File: config.mk
export PLATFORM = sky130hd
export DESIGN_NAME = timing_output_polarity_ctl
export DESIGN_NICKNAME = d
export VERILOG_FILES = /design/src/include/tpol_pkg.sv /design/src/hdl/pol_xor_cell.sv /design/src/hdl/timing_output_polarity_ctl.sv
export SDC_FILE = /design/constraint.sdc
export NUM_CORES = 1
export LEC_CHECK = 0
export ABC_CLOCK_PERIOD_IN_PS = 1600
export CAP_MARGIN = 25
export CORE_MARGIN = 2
export CORE_UTILIZATION = 60
export CTS_CLUSTER_DIAMETER = 80
export DETAILED_ROUTE_END_ITERATION = 8
export DONT_BUFFER_PORTS = 1
export GPL_ROUTABILITY_DRIVEN = 1
export PLACE_DENSITY = 0.76
export RECOVER_POWER = 100
export SKIP_LAST_GASP = 1
export SLEW_MARGIN = 15
export SYNTH_ARGS = -nofsm -noshare
export SYNTH_HDL_FRONTEND = slang
export SYNTH_SLANG_ARGS = --single-unit
File: constraint.sdc
create_clock -name CLK_SYS -period 1.6 [get_ports CLK_SYS]
set_input_delay 0.16 -clock CLK_SYS [delete_from_list [all_inputs] [get_ports CLK_SYS]]
set_output_delay 0.16 -clock CLK_SYS [all_outputs]
set_load 0.02 [all_outputs]
File: src/include/tpol_pkg.sv
// constants for the timing output polarity block
// assumes: a 32-bit apb slave, one register word per index
package tpol_pkg;
  // register index, byte address is four times it
  localparam logic [7:0]  POL_REG_INDEX = 8'h56;
  localparam logic [11:0] POL_REG_ADDR  = {2'h0, POL_REG_INDEX, 2'h0};
  localparam logic [11:0] ID_REG_ADDR   = 12'h000;
  // field positions inside the polarity register
  localparam int BIT_VBLANK = 3;
  localparam int BIT_FSYNC  = 4;
  localparam int BIT_FDIG   = 5;
  localparam int BIT_DEWIN  = 7;
  localparam int BIT_TENFID = 8;
  localparam int BIT_AFM    = 9;
  // writable bits, reserved bits 15-10 and 6 read zero
  localparam logic [15:0] POL_WMASK = 16'h03b8;
  localparam logic [15:0] POL_RESET = 16'h0000;
  localparam int NUM_OUT = 6;
  // output slot order in the vector
  localparam int O_AFM = 0;
  localparam int O_TFD = 1;
  localparam int O_DEW = 2;
  localparam int O_FDG = 3;
  localparam int O_FSY = 4;
  localparam int O_VBL = 5;
  typedef enum logic [1:0] {
    APB_IDLE   = 2'b00,
    APB_SETUP  = 2'b01,
    APB_ACCESS = 2'b11
  } apb_phase_t;
endpackage

File: src/hdl/pol_xor_cell.sv
// one registered polarity cell
// assumes: raw timing level synchronous to the video clock
`timescale 1ns/1ps
`default_nettype none
module pol_xor_cell (
  // clock and reset
  input  wire logic clk,
  input  wire logic nrst,
  // raw timing and invert control
  input  wire logic raw,
  input  wire logic invert,
  // registered output
  output var  logic q
);
  // xor then register so the output cannot glitch
  always_ff @(posedge clk) begin
    if (!nrst) begin
      q <= 1'b0;
    end else begin
      q <= raw ^ invert;
    end
  end
endmodule
`default_nettype wire

File: src/hdl/timing_output_polarity_ctl.sv
// timing output polarity control with apb register access
// assumes: raw timing inputs synchronous to CLK_SYS, apb on same clock
//
// Summary of operation
// - marker invert bit flips audio frame marker
// - default marker high for whole line one
// - no-audio variant: no marker, bit ignored
// - identifier invert bit flips ten-field identifier
// - default identifier high one line per sequence
// - window invert bit flips display enable
// - default display enable high while showing pixels
// - field-flag invert bit flips digital field flag
// - default digital field flag low in field one
// - field-sync invert bit flips field sync
// - default field sync high in field one
// - default vertical blanking low during video
// - blanking invert bit flips vertical blanking
`timescale 1ns/1ps
`default_nettype none
module timing_output_polarity_ctl
  import tpol_pkg::*;
#(
  parameter bit HAS_AUDIO = 1'b1,
  parameter int ADDR_W    = 12
) (
  // clock and reset
  input  wire logic              CLK_SYS,
  input  wire logic              NRST,
  // apb slave
  input  wire logic              PSEL,
  input  wire logic              PENABLE,
  input  wire logic              PWRITE,
  input  wire logic [ADDR_W-1:0] PADDR,
  input  wire logic [31:0]       PWDATA,
  input  wire logic [3:0]        PSTRB,
  output var  logic [31:0]       PRDATA,
  output var  logic              PREADY,
  output var  logic              PSLVERR,
  // raw timing from the generators, default polarity
  input  wire logic              AUDIO_FRAME_MARKER_RAW,
  input  wire logic              TEN_FIELD_IDENTIFIER_RAW,
  input  wire logic              DISPLAY_WINDOW_ENABLE_RAW,
  input  wire logic              FIELD_DIGITAL_RAW,
  input  wire logic              FIELD_SYNC_RAW,
  input  wire logic              VBLANK_RAW,
  // polarity adjusted timing outputs
  output var  logic              AUDIO_FRAME_MARKER,
  output var  logic              TEN_FIELD_IDENTIFIER,
  output var  logic              DISPLAY_WINDOW_ENABLE,
  output var  logic              FIELD_DIGITAL,
  output var  logic              FIELD_SYNC,
  output var  logic              VBLANK
);

  // ****************************************
  // parameter checks
  // ****************************************
  if (ADDR_W < 12) begin : g_bad_addr
    $error("ADDR_W must be at least 12");
  end
  // the cell vector is laid out for exactly six timing outputs
  if (NUM_OUT != 6) begin : g_bad_outs
    $error("NUM_OUT must be six");
  end

  // ****************************************
  // behaviour notes
  // ****************************************
  // register view from software:
  //   one 16-bit word in the low half of a 32-bit apb word
  //   bit 9  flips the audio frame marker
  //   bit 8  flips the ten-field identifier
  //   bit 7  flips the display window enable
  //   bit 6  reserved, never stored, reads zero
  //   bit 5  flips the digital field flag
  //   bit 4  flips the field sync
  //   bit 3  flips the vertical blanking
  //   bits 2-0 belong to the horizontal polarity block
  //   bits 15-10 reserved, never stored, read zero
  //   bits 31-16 of the apb word ignored on write, zero on read
  //
  // byte lanes:
  //   strobe lane 0 covers bits 7-0
  //   strobe lane 1 covers bits 15-8
  //   lanes 2 and 3 carry nothing and are ignored
  //
  // bus timing:
  //   setup cycle sampled at an edge raises ready for one cycle
  //   the write lands at the edge where ready is seen high
  //   read data and the error flag stand only in that cycle
  //   back to back transfers are served without gaps
  //   the dummy word at address zero reads zero, writes vanish
  //   any other PADDR[11:0] value answers with the error flag set; upper address bits are ignored
  //
  // output timing:
  //   each output is one flop behind its raw input
  //   a new invert bit reaches the pin one edge after the write
  //   so the pin can flip mid line if software writes mid line;
  //   software should write during blanking to avoid a runt
  //
  // reset:
  //   synchronous and active low; clears the register and all
  //   six output flops, so every pin sits low until the first
  //   edge after release, then follows its raw level
  //
  // variant without audio clocks:
  //   marker bit is not writable and reads zero
  //   marker pin is forced low whatever the raw input does
  //
  // hazards:
  //   raw inputs must already be in this clock domain; there is
  //   no synchroniser here, by design, to keep one flop latency
  //   the xor is registered, so a bit flip never glitches a pin

  // ****************************************
  // apb decode
  // ****************************************
  logic [15:0] polarity;     // stored register
  logic [15:0] next_pol;     // value after write
  wire  [11:0] addr12   = PADDR[11:0];
  wire         hit_pol  = (addr12 == POL_REG_ADDR);
  wire         hit_id   = (addr12 == ID_REG_ADDR);
  wire         mapped   = hit_pol | hit_id;
  wire         setup    = PSEL & ~PENABLE;
  // byte lanes of the low half word
  wire  [15:0] lane_m   = {{8{PSTRB[1]}}, {8{PSTRB[0]}}};
  // marker bit unwritable without audio
  wire  [15:0] wmask    = HAS_AUDIO ? POL_WMASK
                          : (POL_WMASK & ~(16'h0001 << BIT_AFM));
  // reserved bits never stored, so they read zero
  wire  [15:0] wr_m     = wmask & lane_m;
  wire         do_write = PSEL & PENABLE & PREADY & PWRITE & hit_pol;
  wire  [31:0] rd_val   = hit_pol ? {16'h0000, polarity} : 32'h00000000;

  always_comb begin
    next_pol = (polarity & ~wr_m) | (PWDATA[15:0] & wr_m);
  end

  // register store, clear on reset gives default polarity
  always_ff @(posedge CLK_SYS) begin
    if (!NRST) begin
      polarity <= POL_RESET;
    end else if (do_write) begin
      polarity <= next_pol;
    end
  end

  // no wait state: answer in the first access cycle after setup
  always_ff @(posedge CLK_SYS) begin
    if (!NRST) begin
      PREADY  <= 1'b0;
      PRDATA  <= 32'h00000000;
      PSLVERR <= 1'b0;
    end else begin
      PREADY  <= setup;
      PRDATA  <= (setup & ~PWRITE) ? rd_val : 32'h00000000;
      PSLVERR <= setup & ~mapped;
    end
  end

  // ****************************************
  // polarity cells
  // ****************************************
  wire [NUM_OUT-1:0] raw_v;   // raw timing vector
  wire [NUM_OUT-1:0] inv_v;   // invert vector
  wire [NUM_OUT-1:0] out_v;   // registered outputs

  // no-audio variant never pulses the marker
  assign raw_v[O_AFM] = HAS_AUDIO ? AUDIO_FRAME_MARKER_RAW : 1'b0;
  assign inv_v[O_AFM] = HAS_AUDIO ? polarity[BIT_AFM] : 1'b0;
  assign raw_v[O_TFD] = TEN_FIELD_IDENTIFIER_RAW;
  assign inv_v[O_TFD] = polarity[BIT_TENFID];
  assign raw_v[O_DEW] = DISPLAY_WINDOW_ENABLE_RAW;
  assign inv_v[O_DEW] = polarity[BIT_DEWIN];
  assign raw_v[O_FDG] = FIELD_DIGITAL_RAW;
  assign inv_v[O_FDG] = polarity[BIT_FDIG];
  assign raw_v[O_FSY] = FIELD_SYNC_RAW;
  assign inv_v[O_FSY] = polarity[BIT_FSYNC];
  assign raw_v[O_VBL] = VBLANK_RAW;
  assign inv_v[O_VBL] = polarity[BIT_VBLANK];

  // one registered xor per output
  for (genvar i = 0; i < NUM_OUT; i++) begin : g_cell
    pol_xor_cell u_cell (
      .clk    (CLK_SYS),
      .nrst   (NRST),
      .raw    (raw_v[i]),
      .invert (inv_v[i]),
      .q      (out_v[i])
    );
  end

  // default levels pass through when bits clear
  assign AUDIO_FRAME_MARKER    = out_v[O_AFM];
  assign TEN_FIELD_IDENTIFIER  = out_v[O_TFD];
  assign DISPLAY_WINDOW_ENABLE = out_v[O_DEW];
  assign FIELD_DIGITAL         = out_v[O_FDG];
  assign FIELD_SYNC            = out_v[O_FSY];
  assign VBLANK                = out_v[O_VBL];
endmodule
`default_nettype wire

=== Word-level counts from Yosys, hierarchy flattened ===
Cells that the tools add are included.

* Reduce and logical (&&, ||, !) cells: 3
* Bitwise gates (word level): 21
* Equal/unequal tests: 1

{| class="wikitable"
|+ Operators with widths
! kind !! number
|-
| $and A16 B10 Y16 || 1
|-
| $and A16 B16 Y16 || 1
|-
| $not A10 Y16 || 1
|-
| $or A16 B16 Y16 || 1
|-
| $eq A12 B9 Y1 const B || 1
|-
| $logic_not A12 Y1 || 1
|-
| $and A1 B1 Y1 || 7
|-
| $xor A1 B1 Y1 || 6
|-
| $not A1 Y1 || 3
|-
| $reduce_and A3 Y1 || 1
|-
| $reduce_and A2 Y1 || 1
|-
| $or A1 B1 Y1 || 1
|}

* Output and inout bits: 40
* Flip-flop bits (word level): 56
* Logic and storage cells: 36
* Input bits: 59

=== Logic depth before layout (Yosys ltp) ===
* Depth in word-level cells: 4
* Gate-level depth with buffers: 4
* Gate-level depth less buffers: 4

=== Modules after synthesis ===
Synthesis repeated with hierarchy kept, for this count alone.

* Cells, all modules: 99
* Area total of the unflattened synthesis: 954.7 sq um

{| class="wikitable"
|+ Modules (own cells, without submodules)
! module !! cells an instance !! instances !! seq. area each (sq um) !! area each (sq um)
|-
| timing_output_polarity_ctl || 81 || 1 || 280.3 || 744.5
|-
| pol_xor_cell || 3 || 6 || 20.0 || 35.0
|}

=== Worst setup path before layout ===
OpenSTA, ideal clock, no wires.

* Path kind: register to register
* From: reg PREADY
* To: reg with a tool-made name
* Stages on the path, launching flop included: 5
* Arrival time: 1,044 ps
* Data required time: 1,480 ps
* Path buffers: 0
* Clock period less this slack: 1,164 ps
* Setup time: 120 ps
* Setup slack: 436 ps
* Cell sequence: dfxtp_1 -> and4_1 -> and4_1 -> nand2_2 -> mux2i_1

{| class="wikitable"
|+ RTL lines
! element !! line !! source
|-
| start: declaration || timing_output_polarity_ctl.sv:37 || <nowiki>output var logic PREADY,</nowiki>
|-
| start signal: assignment || timing_output_polarity_ctl.sv:155 || <nowiki>PREADY <= setup;</nowiki>
|}

==> results.toml <==
[die]
dieArea_um2 = 1970
io_pins = 99
number_of_rows_created_at_floorplan = 14
floorplan.die.width_um = 44.4
coreArea_um2 = 1520
die_h_um = 44.4
floorplan.initialDensity = 0.644

[placed_design]
placement.io_buffers = 0
dp.cells = 113
gp_routability_congestion = 0.600
pre_cts_ws_ps = 324
dp_hpwl_um = 1100

[finish]
most-common-layout-cells = "26 x sky130_fd_sc_hd__conb_1, 20 x sky130_fd_sc_hd__dfxtp_1, 14 x sky130_fd_sc_hd__nand2_1"
drive_above_1_share = 0.0561
layout.cells.most_common = "sky130_fd_sc_hd__conb_1"
diodes = 0
layout.nets = 168
syn2layout_area_growth_pct = -1.53
instances_no_fill = 123

[setup_path]
cp_data_required_time_ps = 1780
critPathArrivalTime_ps = 1520
timing.critical_path.from_type = "flip-flop"
timing.reg2reg.setup_slack_ps = 260
r2r_cells = 4
worstSetupStartpoint = "PREADY"
r2r_start = "PREADY"
timing.critical_path.fanout_max = 4
critPathKind = "flip-flop to flip-flop"
setup.worst_path.end_class = "flip-flop"

[clock_network]
clock_path_buffers = 2
cts_root_buffer = "sky130_fd_sc_hd__clkbuf_4"
cts_tree = "built"
clock_latency_ps = 290
numClockSinks = 20
clock_tree.htree_level_count = 1
path_clk_slew_ps = 100
post_cts_resized = 0
tritoncts_buffers = 3

[grt]
gr-total-overflow = 0
antenna_found_initial = 0
grt.total_usage = 0.152
pin_count_of_the_biggest_net_entering_global_routing = 15
vias_in_the_first_global_route = 573
grt_first_pass_wirelength_um = 2170

[pwr]
p_leak_nw = 0.464
pd_cells_nw_per_um2 = 867
vdd_ir_drop_max_mv = 0.433
finalPower_uw = 838

[route]
dr.first_iter.drc_count = 8
routedWlPerCell_um = 11.3
dr_total_vias = 583
route.antenna.remaining_nets = 0
detail_route.drc_violations = 0
wl_um = 1390
first_pass_iters = 4
route.detailed.vias_per_inst = 4.74

[synth]
netlist-cell-type-count = 18
syn-instance-count = 100
syn_area_um2 = 981
yosys_register_bits = 20
count_of_synthesis_stage_warnings_from_yosys = 0
syn-mean-instance-area_um2 = 9.81
synth.yosys.seq_area_share = 0.408

[sta]
clk_skew_ps = 0.560
final.setup.tns_ps = 0
tightest_slew_ps = 821
timing_hold_violations_final = 0
fmax_ghz = 0.745
fin_ws_ps = 257
rsz0062_at_grt = "no"
timing.final.max_slew_violations = 0
post_route_worst_hold_slack_ps = 5.24
report.final.setup_viol = 0
slew_headroom = 0.447
period_utilization_post_route = 0.839
min_period_ps = 1340

[flow_run]
maxCapViolations = 0

[outcome]
outcome = "finished, final reports clean"

[worst_hold_path]
hold_start = "NRST"
timing.hold.worst.class = "input pin to flip-flop"
-- how the worst min path moves through the flow --
stage	to	slack, ps	cells past startpoint
after floorplan	flip-flop	300	2
after global placement	g_cell[4].u_cell.q	290	1
after detailed placement	g_cell[3].u_cell.q	290	1
after CTS	flip-flop	0.5	2
after global routing	flip-flop	5	2
final	flip-flop	5	2
-- cells in the mapped netlist --
cell                       count  area, um2
sky130_fd_sc_hd__a21oi_1       1       5.00
sky130_fd_sc_hd__and2_1       12       75.1
sky130_fd_sc_hd__and4_1        3       26.3
sky130_fd_sc_hd__buf_2         1       5.00
sky130_fd_sc_hd__buf_4        26        195
sky130_fd_sc_hd__clkbuf_1      1       3.75
sky130_fd_sc_hd__conb_1        1       3.75
sky130_fd_sc_hd__dfxtp_1      20        400
sky130_fd_sc_hd__inv_1         1       3.75
sky130_fd_sc_hd__mux2i_1       6       60.1
sky130_fd_sc_hd__nand2_1      13       48.8
sky130_fd_sc_hd__nand2_2       2       12.5
sky130_fd_sc_hd__nand3b_1      1       7.51
sky130_fd_sc_hd__nand4_1       1       6.26
sky130_fd_sc_hd__nor2_1        1       3.75
sky130_fd_sc_hd__nor4_4        3       63.8
sky130_fd_sc_hd__or4_1         1       7.51
sky130_fd_sc_hd__xor2_1        6       52.6
-- cells by family after synthesis --
family                    synth area share
muxes                               0.0612
AOI/OAI and AO/OA                  0.00510
buffers and inverters                0.212
other                              0.00382
DFF                                  0.408
xor gates and xnor gates            0.0536
and+or+nand+nor                      0.256
-- per-stage QoR --
step,utilization,instance area (um2)
after CTS,0.639,973
after global routing,0.634,966
after floorplan,-,1070
after global placement,0.585,891
after detailed placement,0.585,891
final,0.634,966
-- final cells by class --
cell class,count,area (um2)
timing repair buffer,7,70.1
tap,16,20.0
fill,136,558
inverter,1,3.75
clock buffer,3,22.5
multi-input combinational,76,449
sequential,20,400
-- layer usage --
layer | share of wire | GRT usage
met1 | 0.37 | 0.143
met4 | 0.024 | 0.0970
met2 | 0.48 | 0.279
met5 | 0 | 0
met3 | 0.12 | 0.0490
-- critical path, cell delays in order (launching register included) --
cell and delay, ps:
sky130_fd_sc_hd__dfxtp_1 460, sky130_fd_sc_hd__and4_1 220, sky130_fd_sc_hd__and4_1 220, sky130_fd_sc_hd__nand2_1 170
sky130_fd_sc_hd__mux2i_1 160
-- where the power goes --
group,internal (mW),switching (mW),total [mW]
Clock,0.0876,0.136,0.223
Sequential,0.508,0.0160,0.524
Combinational,0.0248,0.0660,0.0908
-- repair_timing --
item,CTS,global route
hold buffers,6,1
hold endpoints to repair,11,1
buffers inserted,0,0
Note: power is estimated with default switching activity, not from simulation.
